==> src/tx_protect_pkg.sv <==
// package: register map, field positions, reset values and counts for the transmit protection bank
package tx_protect_pkg;
    localparam int          ADDR_W        = 12;
    localparam int          DATA_W        = 8;
    localparam int          NUM_DP        = 2;
    localparam int          SAMPLE_W      = 16;
    localparam int          SAMPLE_MSBS   = 6;
    localparam int          POWER_W       = 13;
    localparam int          SHORT_AVG_LOG2 = 2;
    localparam int          FLUSH_CYCLES  = 16;

    localparam logic [11:0] PAGE_ADDR     = 12'h008;
    localparam logic [11:0] PWR_LSB_ADDR  = 12'h58B;
    localparam logic [11:0] PWR_MSB_ADDR  = 12'h58C;
    localparam logic [11:0] SM_ADDR       = 12'h58D;
    localparam logic [11:0] OVR_ADDR      = 12'h596;
    localparam logic [11:0] IRQ_LO_ADDR   = 12'h597;
    localparam logic [11:0] IRQ_HI_ADDR   = 12'h598;
    localparam logic [11:0] FLUSH_ADDR    = 12'h599;
    localparam logic [11:0] BOOT_ADDR     = 12'h705;
    localparam logic [11:0] LOOP_PD_ADDR  = 12'h790;

    localparam int          SM_ON_BIT     = 0;
    localparam int          SW_OVR_BIT    = 2;
    localparam int          SW_VAL_BIT    = 3;
    localparam int          IRQ_HI_BIT    = 0;
    localparam int          FLUSH_EN_BIT  = 0;
    localparam int          BOOT_GO_BIT   = 0;

    // protection event positions inside the nine-bit enable vector
    localparam int          IRQ_CGS       = 8;
    localparam int          IRQ_FRAME_SYNC = 7;
    localparam int          IRQ_CHECKSUM  = 6;
    localparam int          IRQ_LANE_SYNC = 5;
    localparam int          IRQ_DESKEW    = 4;
    localparam int          IRQ_DISPARITY = 3;
    localparam int          IRQ_NOT_IN_TABLE = 2;
    localparam int          IRQ_UNEXP_K   = 1;
    localparam int          IRQ_LANE_FIFO = 0;

    localparam logic [7:0]  PAGE_RST      = 8'h03;
    localparam logic [7:0]  SM_RST        = 8'h02;
    localparam logic [7:0]  IRQ_LO_RST    = 8'h00;
    localparam logic        IRQ_HI_RST    = 1'b0;
    localparam logic        FLUSH_EN_RST  = 1'b1;
    localparam logic [7:0]  LOOP_PD_RST   = 8'h02;

    typedef enum logic [2:0] {
        ST_IDLE  = 3'b001,
        ST_TX    = 3'b010,
        ST_FLUSH = 3'b100
    } tx_state_t;
endpackage

==> src/power_if.sv <==
// interface: sample feed into and average power back from one short-window averager
`timescale 1ns/1ps
interface power_if;
    logic                                     sample_valid;
    logic [tx_protect_pkg::SAMPLE_MSBS-1:0]   i_msb;
    logic [tx_protect_pkg::SAMPLE_MSBS-1:0]   q_msb;
    logic [tx_protect_pkg::POWER_W-1:0]       power;

    modport src (output sample_valid, output i_msb, output q_msb, input power);
    modport avg (input sample_valid, input i_msb, input q_msb, output power);
endinterface

==> src/short_power_avg.sv <==
// short-window average of i squared plus q squared over the sample msbs
`timescale 1ns/1ps
module short_power_avg #(
    parameter int AVG_LOG2 = tx_protect_pkg::SHORT_AVG_LOG2
) (
    input  wire logic sys_clk_in,
    input  wire logic resetn_in,
    power_if.avg      pwr
);
    import tx_protect_pkg::*;

    localparam int ACC_W = POWER_W + AVG_LOG2;

    logic [ACC_W-1:0]    acc;
    logic [AVG_LOG2-1:0] cnt;
    logic [POWER_W-1:0]  power;

    function automatic logic [11:0] square6(input logic [5:0] v);
        logic signed [11:0] p;
        // widen both operands first so the product is never formed at six bits
        p = 12'($signed(v)) * 12'($signed(v));
        return p;
    endfunction

    // only the six msbs enter, so the sum fits 13 bits with headroom
    wire logic [POWER_W-1:0] inst_power = 13'(square6(pwr.i_msb)) + 13'(square6(pwr.q_msb));
    wire logic               last       = (cnt == {AVG_LOG2{1'b1}});

    always_ff @(posedge sys_clk_in or negedge resetn_in) begin
        if (!resetn_in) begin
            acc   <= '0;
            cnt   <= '0;
            power <= '0;
        end else if (pwr.sample_valid) begin
            cnt <= cnt + 1'b1;
            acc <= last ? '0 : acc + ACC_W'(inst_power);
            if (last) begin
                power <= POWER_W'((acc + ACC_W'(inst_power)) >> AVG_LOG2);
            end
        end
    end

    assign pwr.power = power;
endmodule

==> src/tx_protect_ctrl_regs.sv <==
// top: paged transmit protection control registers with transmit-enable state machines
`timescale 1ns/1ps
module tx_protect_ctrl_regs #(
    parameter int NDP          = tx_protect_pkg::NUM_DP,
    parameter int FLUSH_LEN    = tx_protect_pkg::FLUSH_CYCLES
) (
    input  wire logic                                      sys_clk_in,
    input  wire logic                                      resetn_in,
    input  wire logic [tx_protect_pkg::ADDR_W-1:0]         reg_addr_in,
    input  wire logic                                      reg_wr_in,
    input  wire logic                                      reg_rd_in,
    input  wire logic [tx_protect_pkg::DATA_W-1:0]         reg_wdata_in,
    output logic      [tx_protect_pkg::DATA_W-1:0]         reg_rdata_out,
    output logic                                           reg_rvalid_out,
    input  wire logic [NDP-1:0][tx_protect_pkg::SAMPLE_W-1:0] i_sample_in,
    input  wire logic [NDP-1:0][tx_protect_pkg::SAMPLE_W-1:0] q_sample_in,
    input  wire logic [NDP-1:0]                            sample_valid_in,
    input  wire logic [NDP-1:0]                            transmit_enable_input_in,
    output logic      [NDP-1:0]                            tx_status_out,
    output logic      [NDP-1:0]                            tx_active_out,
    output logic      [NDP-1:0]                            flush_out,
    output logic      [8:0]                                link_protect_irq_enables_out,
    output logic                                           boot_loader_go_out,
    input  wire logic                                      boot_done_in,
    input  wire logic                                      boot_fail_in,
    output logic                                           boot_busy_out,
    output logic      [7:0]                                loop_powerdown_out
);
    import tx_protect_pkg::*;

    localparam int CNT_W = $clog2(FLUSH_LEN + 1);

    logic [NDP-1:0]             page_mask;
    logic [7:1]                 sm_spare;
    logic [NDP-1:0]             tx_state_machine_on;
    logic [NDP-1:0]             sw_transmit_value;
    logic [NDP-1:0]             sw_transmit_override_on;
    logic [NDP-1:0]             flush_on;
    logic [7:0]                 irq_lo;
    logic                       irq_hi;
    logic                       boot_loader_go;
    logic [7:0]                 loop_pd;
    tx_state_t                  state      [NDP];
    tx_state_t                  next_state [NDP];
    logic [CNT_W-1:0]           flush_cnt  [NDP];
    logic [POWER_W-1:0]         short_avg_power [NDP];
    logic [DATA_W-1:0]          next_rdata;

    // lowest selected datapath answers reads; all selected ones take writes
    function automatic int first_sel(input logic [NDP-1:0] mask);
        int idx;
        idx = 0;
        for (int k = NDP - 1; k >= 0; k--) begin
            if (mask[k]) begin
                idx = k;
            end
        end
        return idx;
    endfunction

    wire logic wr_page  = reg_wr_in && (reg_addr_in == PAGE_ADDR);
    wire logic wr_sm    = reg_wr_in && (reg_addr_in == SM_ADDR);
    wire logic wr_ovr   = reg_wr_in && (reg_addr_in == OVR_ADDR);
    wire logic wr_irqlo = reg_wr_in && (reg_addr_in == IRQ_LO_ADDR);
    wire logic wr_irqhi = reg_wr_in && (reg_addr_in == IRQ_HI_ADDR);
    wire logic wr_flush = reg_wr_in && (reg_addr_in == FLUSH_ADDR);
    wire logic wr_boot  = reg_wr_in && (reg_addr_in == BOOT_ADDR);
    wire logic wr_lpd   = reg_wr_in && (reg_addr_in == LOOP_PD_ADDR);
    wire logic boot_set = wr_boot && reg_wdata_in[BOOT_GO_BIT];
    // a net must be four-state, so the selected index is an integer, not an int
    wire integer sel    = first_sel(page_mask);

    // transmit status source per datapath
    wire logic [NDP-1:0] tx_src = (sw_transmit_override_on & sw_transmit_value) |
                                  (~sw_transmit_override_on & transmit_enable_input_in);

    // averagers, one per main datapath
    for (genvar d = 0; d < NDP; d++) begin : g_pwr
        power_if pif ();
        assign pif.sample_valid = sample_valid_in[d];
        assign pif.i_msb = i_sample_in[d][SAMPLE_W-1 -: SAMPLE_MSBS];
        assign pif.q_msb = q_sample_in[d][SAMPLE_W-1 -: SAMPLE_MSBS];
        assign short_avg_power[d] = pif.power;
        short_power_avg u_avg (
            .sys_clk_in (sys_clk_in),
            .resetn_in  (resetn_in),
            .pwr        (pif)
        );
    end

    always_ff @(posedge sys_clk_in or negedge resetn_in) begin
        if (!resetn_in) begin
            page_mask <= NDP'(PAGE_RST);
            sm_spare  <= SM_RST[7:1];
            irq_lo    <= IRQ_LO_RST;
            irq_hi    <= IRQ_HI_RST;
            loop_pd   <= LOOP_PD_RST;
        end else begin
            if (wr_page) begin
                page_mask <= reg_wdata_in[NDP-1:0];
            end
            if (wr_sm) begin
                sm_spare <= reg_wdata_in[7:1];
            end
            if (wr_irqlo) begin
                irq_lo <= reg_wdata_in;
            end
            if (wr_irqhi) begin
                irq_hi <= reg_wdata_in[IRQ_HI_BIT];
            end
            if (wr_lpd) begin
                loop_pd <= reg_wdata_in;
            end
        end
    end

    // paged copies: a write lands only in the datapaths the page mask selects
    always_ff @(posedge sys_clk_in or negedge resetn_in) begin
        if (!resetn_in) begin
            tx_state_machine_on     <= '0;
            sw_transmit_value       <= '0;
            sw_transmit_override_on <= '0;
            flush_on                <= {NDP{FLUSH_EN_RST}};
        end else begin
            for (int d = 0; d < NDP; d++) begin
                if (page_mask[d] && wr_sm) begin
                    tx_state_machine_on[d] <= reg_wdata_in[SM_ON_BIT];
                end
                if (page_mask[d] && wr_ovr) begin
                    sw_transmit_value[d]       <= reg_wdata_in[SW_VAL_BIT];
                    sw_transmit_override_on[d] <= reg_wdata_in[SW_OVR_BIT];
                end
                if (page_mask[d] && wr_flush) begin
                    flush_on[d] <= reg_wdata_in[FLUSH_EN_BIT];
                end
            end
        end
    end

    // a flush, once begun, runs its full length even if transmit comes back; clearing the machine enable cuts it short
    always_comb begin
        for (int d = 0; d < NDP; d++) begin
            next_state[d] = state[d];
            case (state[d])
                ST_IDLE:  if (tx_src[d]) next_state[d] = ST_TX;
                ST_TX:    if (!tx_src[d]) next_state[d] = flush_on[d] ? ST_FLUSH : ST_IDLE;
                ST_FLUSH: if (flush_cnt[d] == CNT_W'(FLUSH_LEN - 1)) next_state[d] = ST_IDLE;
                default:  next_state[d] = ST_IDLE;
            endcase
            if (!tx_state_machine_on[d]) begin
                next_state[d] = ST_IDLE;
            end
        end
    end

    always_ff @(posedge sys_clk_in or negedge resetn_in) begin
        if (!resetn_in) begin
            for (int d = 0; d < NDP; d++) begin
                state[d]     <= ST_IDLE;
                flush_cnt[d] <= '0;
            end
            tx_status_out <= '0;
            tx_active_out <= '0;
            flush_out     <= '0;
        end else begin
            for (int d = 0; d < NDP; d++) begin
                state[d]     <= next_state[d];
                flush_cnt[d] <= (state[d] == ST_FLUSH) ? flush_cnt[d] + 1'b1 : '0;
                // with the machine off the status passes straight through, unprotected
                tx_active_out[d] <= tx_state_machine_on[d] ? (next_state[d] == ST_TX) : tx_src[d];
                flush_out[d]     <= (next_state[d] == ST_FLUSH);
            end
            tx_status_out <= tx_src;
        end
    end

    // software start wins over a completion arriving in the same cycle
    always_ff @(posedge sys_clk_in or negedge resetn_in) begin
        if (!resetn_in) begin
            boot_loader_go     <= 1'b0;
            boot_loader_go_out <= 1'b0;
            boot_busy_out      <= 1'b0;
        end else begin
            if (boot_set) begin
                boot_loader_go <= 1'b1;
            end else if (boot_done_in || boot_fail_in) begin
                boot_loader_go <= 1'b0;
            end
            boot_loader_go_out <= boot_set;
            boot_busy_out      <= boot_loader_go;
        end
    end

    always_ff @(posedge sys_clk_in or negedge resetn_in) begin
        if (!resetn_in) begin
            link_protect_irq_enables_out <= '0;
            loop_powerdown_out           <= LOOP_PD_RST;
        end else begin
            link_protect_irq_enables_out[IRQ_CGS]        <= irq_hi;
            link_protect_irq_enables_out[IRQ_FRAME_SYNC:IRQ_LANE_FIFO] <= irq_lo;
            // power-down bits are only driven out; bypass policy is software's
            loop_powerdown_out <= loop_pd;
        end
    end

    // read decode; unmapped and reserved bits return zero
    always_comb begin
        next_rdata = '0;
        if (reg_addr_in == PAGE_ADDR) begin
            next_rdata = 8'(page_mask);
        end else if (reg_addr_in == PWR_LSB_ADDR) begin
            next_rdata = short_avg_power[sel][7:0];
        end else if (reg_addr_in == PWR_MSB_ADDR) begin
            next_rdata = {3'h0, short_avg_power[sel][12:8]};
        end else if (reg_addr_in == SM_ADDR) begin
            next_rdata = {sm_spare, tx_state_machine_on[sel]};
        end else if (reg_addr_in == OVR_ADDR) begin
            next_rdata = {4'h0, sw_transmit_value[sel], sw_transmit_override_on[sel], 2'h0};
        end else if (reg_addr_in == IRQ_LO_ADDR) begin
            next_rdata = irq_lo;
        end else if (reg_addr_in == IRQ_HI_ADDR) begin
            next_rdata = {7'h00, irq_hi};
        end else if (reg_addr_in == FLUSH_ADDR) begin
            next_rdata = {7'h00, flush_on[sel]};
        end else if (reg_addr_in == BOOT_ADDR) begin
            next_rdata = {7'h00, boot_loader_go};
        end else if (reg_addr_in == LOOP_PD_ADDR) begin
            next_rdata = loop_pd;
        end
    end

    always_ff @(posedge sys_clk_in or negedge resetn_in) begin
        if (!resetn_in) begin
            reg_rdata_out  <= '0;
            reg_rvalid_out <= 1'b0;
        end else begin
            reg_rdata_out  <= reg_rd_in ? next_rdata : '0;
            reg_rvalid_out <= reg_rd_in;
        end
    end
endmodule

==> config.mk <==
export PLATFORM = sky130hd
export DESIGN_NAME = tx_protect_ctrl_regs
export DESIGN_NICKNAME = d
export VERILOG_FILES = /design/src/tx_protect_pkg.sv /design/src/power_if.sv /design/src/short_power_avg.sv /design/src/tx_protect_ctrl_regs.sv
export SDC_FILE = /design/constraint.sdc
export NUM_CORES = 1
export LEC_CHECK = 0
export BUFFER_PORTS_ARGS = -buffer_cell sky130_fd_sc_hd__buf_2
export CAP_MARGIN = 25
export CELL_PAD_IN_SITES_DETAIL_PLACEMENT = 1
export CELL_PAD_IN_SITES_GLOBAL_PLACEMENT = 2
export CORE_UTILIZATION = 35
export CTS_CLUSTER_DIAMETER = 60
export DETAILED_ROUTE_END_ITERATION = 12
export PLACE_DENSITY_LB_ADDON = 0.1
export SETUP_SLACK_MARGIN = 0.5
export SLEW_MARGIN = 20
export SYNTH_ARGS = -nofsm -noshare
export SYNTH_HDL_FRONTEND = slang
export SYNTH_SLANG_ARGS = --single-unit
==> constraint.sdc <==
create_clock -name sys_clk_in -period 2.81 [get_ports sys_clk_in]
set_clock_uncertainty 0.1 [all_clocks]
set_input_delay 0.562 -clock sys_clk_in [delete_from_list [all_inputs] [get_ports sys_clk_in]]
set_output_delay 0.562 -clock sys_clk_in [all_outputs]
set_load 0.02 [all_outputs]
## Yosys cells after proc, flatten, opt, wreduce, memory -nomap -nowiden

Cells that the tools add are included.
Widths: inputs -> output; s select.

| word-level totals | value |
|---|---|
| output and inout bits | 34 |
| bits of input ports | 94 |
| flip-flop bits (word level) | 145 |

| operators by class | value |
|---|---|
| reductions and logical operators | 19 |
| $mul | 4 |
| mux-type cells | 48 |
| add/sub/neg operators | 8 |
| $lt $le $gt $ge | 2 |
| bitwise logic cells | 5 |
| equality and inequality tests | 24 |

Operators with widths:

| kind | number |
|---|---|
| $eq 12x11->1 const B | 9 |
| $mux 8 | 11 |
| $mul 6x6->12 | 4 |
| $mux 13 | 3 |
| $ge 32x2->1 const B | 1 |
| $not 1->32 | 1 |
| $add 15x13->15 | 2 |
| $mux 15 | 2 |
| $mux 3 | 10 |
| $add 12x12->13 | 2 |
| $mux 1 | 18 |
| $pmux 3 s3 | 2 |
| $logic_and 1x1->1 | 15 |
| $eq 12x4->1 const B | 1 |
| $eq 3x2->1 const B | 4 |
| $eq 3x3->1 const B | 4 |
| $add 5x1->5 const B | 2 |
| $eq 5x4->1 const B | 2 |
| $mux 5 | 2 |
| $eq 3x1->1 const B | 2 |
| $add 2x1->2 const B | 2 |
| $and 2x2->2 | 2 |
| $eq 2x2->1 const B | 2 |
| $reduce_and 2->1 | 2 |
| 5 further kinds | 5 |

## Logic depth before layout (Yosys ltp)

| depth | value |
|---|---|
| depth in word-level cells | 14 |
| gate-level depth with buffers | 26 |
| gate-level depth less buffers | 26 |

## Cells and area by module

From an unflattened synthesis, not the netlist that was laid out.

| unflattened totals | value |
|---|---|
| cells, all modules | 1183 |
| area, all modules | 11868.9 µm² |

Modules (own cells, without submodules):

| module | times used | seq. area each (µm²) | area an instance (µm²) | cells an instance |
|---|---|---|---|---|
| short_power_avg (g_pwr[1].u_avg) | 1 | 750.7 | 4051.4 | 431 |
| short_power_avg (g_pwr[0].u_avg) | 1 | 750.7 | 3997.6 | 426 |
| tx_protect_ctrl_regs | 1 | 2138.3 | 3819.9 | 326 |

## Worst setup path after synthesis

Ideal clock, no wire load.

| path | value |
|---|---|
| path kind | input to register |
| start | input port q_sample_in[31] (netlist name) |
| end | register g_pwr[1].u_avg.acc[13] |
| buffers on the path | 0 |
| arrival time | 5460 ps |
| stages on the path | 25 |
| data required time | 2578 ps |
| setup time | 132 ps |
| path slack | -2882 ps |
| cell sequence | inv_1 -> nor2_1 -> xnor2_1 -> ha_1 -> inv_1 -> fa_1 -> inv_1 -> fa_1 -> inv_1 -> fa_1 -> inv_1 -> ha_1 -> a31oi_1 -> o21ai_0 -> a21o_1 -> a21oi_1 -> xnor2_1 -> fa_1 -> inv_1 -> ha_1 -> or2_2 -> a21oi_1 -> a31oi_1 -> mux2i_1 -> o21ai_0 |

| on the way | value |
|---|---|
| word-level cells in the longest chain between the ends | 4 |

RTL lines:

| what | line | source |
|---|---|---|
| from (decl) | tx_protect_ctrl_regs.sv:16 | `input wire logic [NDP-1:0][tx_protect_pkg::SAMPLE_W-1:0] q_sample_in,` |
| $mul 6x6->12 | short_power_avg.sv:21 | `p = 12'($signed(v)) * 12'($signed(v));` |
| $add 12x12->13 | short_power_avg.sv:26 | `wire logic [POWER_W-1:0] inst_power = 13'(square6(pwr.i_msb)) + 13'(square6(pwr.q_msb));` |
| $add 15x13->15 | short_power_avg.sv:36 | `acc <= last ? '0 : acc + ACC_W'(inst_power);` |
| $mux 15 | short_power_avg.sv:36 |  |
| to (signal assigned) | short_power_avg.sv:36 |  |
| to (decl) | short_power_avg.sv:14 | `logic [ACC_W-1:0] acc;` |

No other way between the ends.
A chain may end at the register's enable or synchronous reset.

## Worst setup path after layout

| path | value |
|---|---|
| start | input port q_sample_in[31] (netlist name) |
| end | register g_pwr[1].u_avg.power[8] |

| on the way | value |
|---|---|
| word-level cells in the longest chain between the ends | 3 |

RTL lines:

| what | line | source |
|---|---|---|
| $mul 6x6->12 | short_power_avg.sv:21 |  |
| $add 12x12->13 | short_power_avg.sv:26 |  |
| $add 15x13->15 | short_power_avg.sv:38 | `power <= POWER_W'((acc + ACC_W'(inst_power)) >> AVG_LOG2);` |
| to (signal assigned) | short_power_avg.sv:38 |  |
| to (decl) | short_power_avg.sv:16 | `logic [POWER_W-1:0] power;` |

No other way between the ends.

==> metrics.md <==
| Metric | Value |
|---|---|
| Status | finished, violations left |
| Failing checks | setup timing |
| Worst R2R Path Depth | 10 |
| Synthesized cell area | 11500 µm² |
| Largest net degree at the start of global routing | between 50 and 60 |
| N_diodes | 0 |
| Tmin final | between 5 and 6 ns |
| RSZ-0062 raised after global routing | true |
| Starting Density | between 30 and 40% |
| Worst slew margin | a little over two fifths |
| Die height | ~180 µm |
| Clock Latency Late Sink | approximately 0.42 ns |
| Ys Warns | 0 |
| Max clock buf depth | 2 |
| Initial DRC Count | 221 |
| Floorplan row count | 66 |
| Post-route DRC | 0 |
| Placer Congestion | 0.782 |
| H-tree depth | 4 |
| Post-DRT Antenna Nets | 0 |
| Post-synth EDFFs | 0 |
| Hold WC Path Type | in -> async |
| Num CTS Buffers | 17 |
| I/O Pins | around 130 |
| Cells after Synth | about 1100 |
| CTS tree | done |
| Number of global-route vias before repair | around 9800 |
| Detailed Place HPWL | 24.2 mm |
| Sequential area share after synthesis | 31.7% |
| TNS Setup | -87.68 ns |
| Via-to-Cell Ratio | between 4 and 5 |
| Layout cell share with drive strength beyond 1 | 42.3% |
| First drt pass iteration count | 4 |
| WP data required | roughly 3.0 ns |
| F_max | about 0.19 GHz |
| Crit path DAT | roughly 5.6 ns |
| Layout area overhead | 43.2% |
| Gr usage total | approximately a fifth |
| Fillers | approximately 3500 |
| Slew Viols, Final | 0 |
| Setup ws final | -2.56 ns |
| Post-route cell area | ~16000 µm² |
| Async S/R FF share, synth | 100% |
| Final Hold Violating Endpoints | 0 |
| Max Cap Viol | 0 |
| WL/cell | ~16 µm |
| Final Cycle Share | 191% |
| Yosys reg bits | approximately 150 |
| Die X-Extent | 183 µm |
| Placed Area | 14400 µm² |
| Root buffer cell | clkbuf_16 |
| Net count, final | 1736 |
| DIE AREA | 33600 µm² |
| Synth top area cells | dfrtp_1 (30%), fa_1 (17%), ha_1 (12%) |
| Core area | roughly 32000 µm² |
| Finished Layout Cells | around 1900 |
| DP Cell Count | 1829 |
| Vias | 8974 |
| First-pass GRT wire length | 49.9 mm |
| Worst-path clk slew | roughly 0.060 ns |
| CP Max Fanout | 5 |
| Routed WL | just over 30 mm |
| Cts-stage hold buffer count | 0 |
| Synthesized Nets | between 1000 and 1500 |
| TritonCTS Sinks | around 150 |
| Post-Syn Area per Cell | 10.0 µm² |
| Initial antenna violation count | 1 |
| Primary FF master, synth | dfrtp_1 |
| Top cell type's share of synthesized area | just under 30% |
| Cell variety after synth | 64 |
| Kind of critical path | in -> reg |
| Slew @ Worst Pin | ~0.84 ns |
| Critical path endpoint category | flip-flop |
| Total grt overflow | 0 |
| Area leader, netlist | dfrtp_1 |
| Port-buffer cells | 87 |
| Final setup fails | between 40 and 50 |
| Crit path launch type | input port |
-- sequential cells by signal (all words and copies together) (netlist names), 4 cells and up --
name                          count
state                             6
sm_spare                          7
g_pwr.u_avg.pwr.power            26
irq_lo                            8
reg_rdata_out                     8
g_pwr.u_avg.acc                  30
flush_cnt                        10
loop_pd                           8
link_protect_irq_enables_out      9
g_pwr.u_avg.cnt                   4
loop_powerdown_out                8
-- repair_timing --
item | CTS | global route
pin swaps | 67 | 73
buffers inserted | 12 | 19
endpoints found under the setup margin | 48 | 49
gates resized for setup | 158 | 85
-- layout by cell type, fill, tap and decap left out, drive strengths merged, types with 4 or more instances in the layout --
| master | synthesis | routed |
|---|---|---|
| a21oi | 57 | 57 |
| o21a | 5 | 5 |
| o21bai | 6 | 6 |
| and3 | 4 | 4 |
| or3b | 5 | 5 |
| nor2b | 13 | 13 |
| clkinv | 0 | 4 |
| o21ai | 48 | 48 |
| nand2b | 11 | 11 |
| and2 | 22 | 22 |
| dfstp | 9 | 9 |
| mux2i | 10 | 10 |
| xnor2 | 58 | 58 |
| inv | 180 | 179 |
| nand2 | 121 | 121 |
| nor2 | 50 | 50 |
| fa | 95 | 95 |
| mux2 | 39 | 39 |
| nand4 | 4 | 4 |
| nand3 | 12 | 12 |
| ha | 110 | 110 |
| o22ai | 11 | 11 |
| nand3b | 5 | 5 |
| a221oi | 6 | 6 |
| dfrtp | 136 | 136 |
| o31ai | 4 | 4 |
| nor3 | 6 | 6 |
| o2bb2ai | 8 | 8 |
| clkbuf | 14 | 20 |
| clkinvlp | 0 | 5 |
| buf | 4 | 287 |
| a31o | 5 | 5 |
| xor2 | 25 | 25 |
| a31oi | 14 | 14 |
| a21o | 16 | 16 |
-- metal layers --
layer	vias up	part of all wire [%]	GRT usage, %
li1	4368	-	-
met2	97	52	33.5
met1	4475	45	24.2
met4	2	1.2	4.13
met5	-	0.043	0
met3	32	2.0	2.07
-- layout make-up --
| class | instances | area, µm² | share of cell area [%] |
|---|---|---|---|
| multi-input cells | 806 | 8690 | 52.8 |
| clock inverters | 11 | 140 | 0.851 |
| repair buffers | 287 | 2290 | 13.9 |
| inverters | 180 | 719 | 4.37 |
| well taps | 442 | 553 | 3.36 |
| flip-flops and latches | 145 | 3640 | 22.1 |
| clock buffers | 20 | 437 | 2.65 |
-- logic make-up after synthesis --
family,synth area share [%]
simple gates,11.2
fa+ha+maj,28.5
compound gates,11.1
buf+inv,6.52
flops,31.7
xor+xnor,6.32
mux,4.69
-- final timing paths --
| kind | startpoint | endpoint | slack (ns) |
|---|---|---|---|
| max | q_sample_in[31] | g_pwr[1].u_avg.pwr.power[8]$_DFFE_PN0P_ | -2.56 |
| min | resetn_in | loop_powerdown_out[3]$_DFF_PN0_ | 0.02 |
| max reg2reg | g_pwr[0].u_avg.acc[3]$_DFFE_PN0P_ | g_pwr[0].u_avg.pwr.power[9]$_DFFE_PN0P_ | -0.16 |
| min reg2reg | loop_pd[1]$_DFFE_PN1P_ | loop_powerdown_out[1]$_DFF_PN1_ | 0.28 |
| max in group asynchronous | resetn_in | state[0]$_DFF_PN1_ | 1.89 |
| min in group sys_clk_in | reg_rd_in | reg_rvalid_out$_DFF_PN0_ | 0.21 |
-- synthesized netlist by cell type (3+ instances only) --
master,number
a21o_1,16
a21oi_1,54
a21oi_2,3
a221oi_1,6
a31o_2,5
a31oi_1,14
and2_1,22
and3_1,4
clkbuf_1,14
dfrtp_1,136
dfstp_2,9
fa_1,95
ha_1,110
inv_1,180
mux2_2,39
mux2i_1,10
nand2_1,120
nand2b_1,11
nand3_1,12
nand3b_1,5
nand4_1,4
nor2_1,49
nor2b_1,13
nor3_1,5
o21a_1,5
o21ai_0,47
o21bai_1,6
o22ai_1,11
o2bb2ai_1,8
o31ai_1,4
or3b_2,5
xnor2_1,58
xor2_1,25
-- stage by stage --
stage          utilization (%)  hold WS [ns]  worst slack [ns]
2_1_floorplan                -         0.166             -2.47
3_3_place_gp              44.5         0.268             -3.06
3_5_place_dp              44.5         0.273             -3.13
4_1_cts                   48.9        0.0222             -2.46
5_1_grt                   50.7        0.0405             -2.75
6_report                  50.7        0.0153             -2.56
-- worst max-delay path, cell delays in order --
cell and delay [ns]:
buf_12 0.09, clkinvlp_4 0.09, buf_4 0.14, buf_6 0.11, nor2_4 0.12, xnor2_2 0.07
ha_1 0.31, fa_1 0.51, fa_1 0.60, ha_4 0.22, ha_4 0.28, a31oi_4 0.11
xor2_2 0.19, fa_1 0.52, inv_2 0.05, ha_4 0.27, o2111ai_1 0.11, o211ai_1 0.33
nor2_1 0.09, o21ba_4 0.24, xnor2_4 0.16, buf_4 0.14, mux2_2 0.25
Power is not shown: default switching activity piles up to over one toggle a cycle in this logic, so the estimate is an artifact.
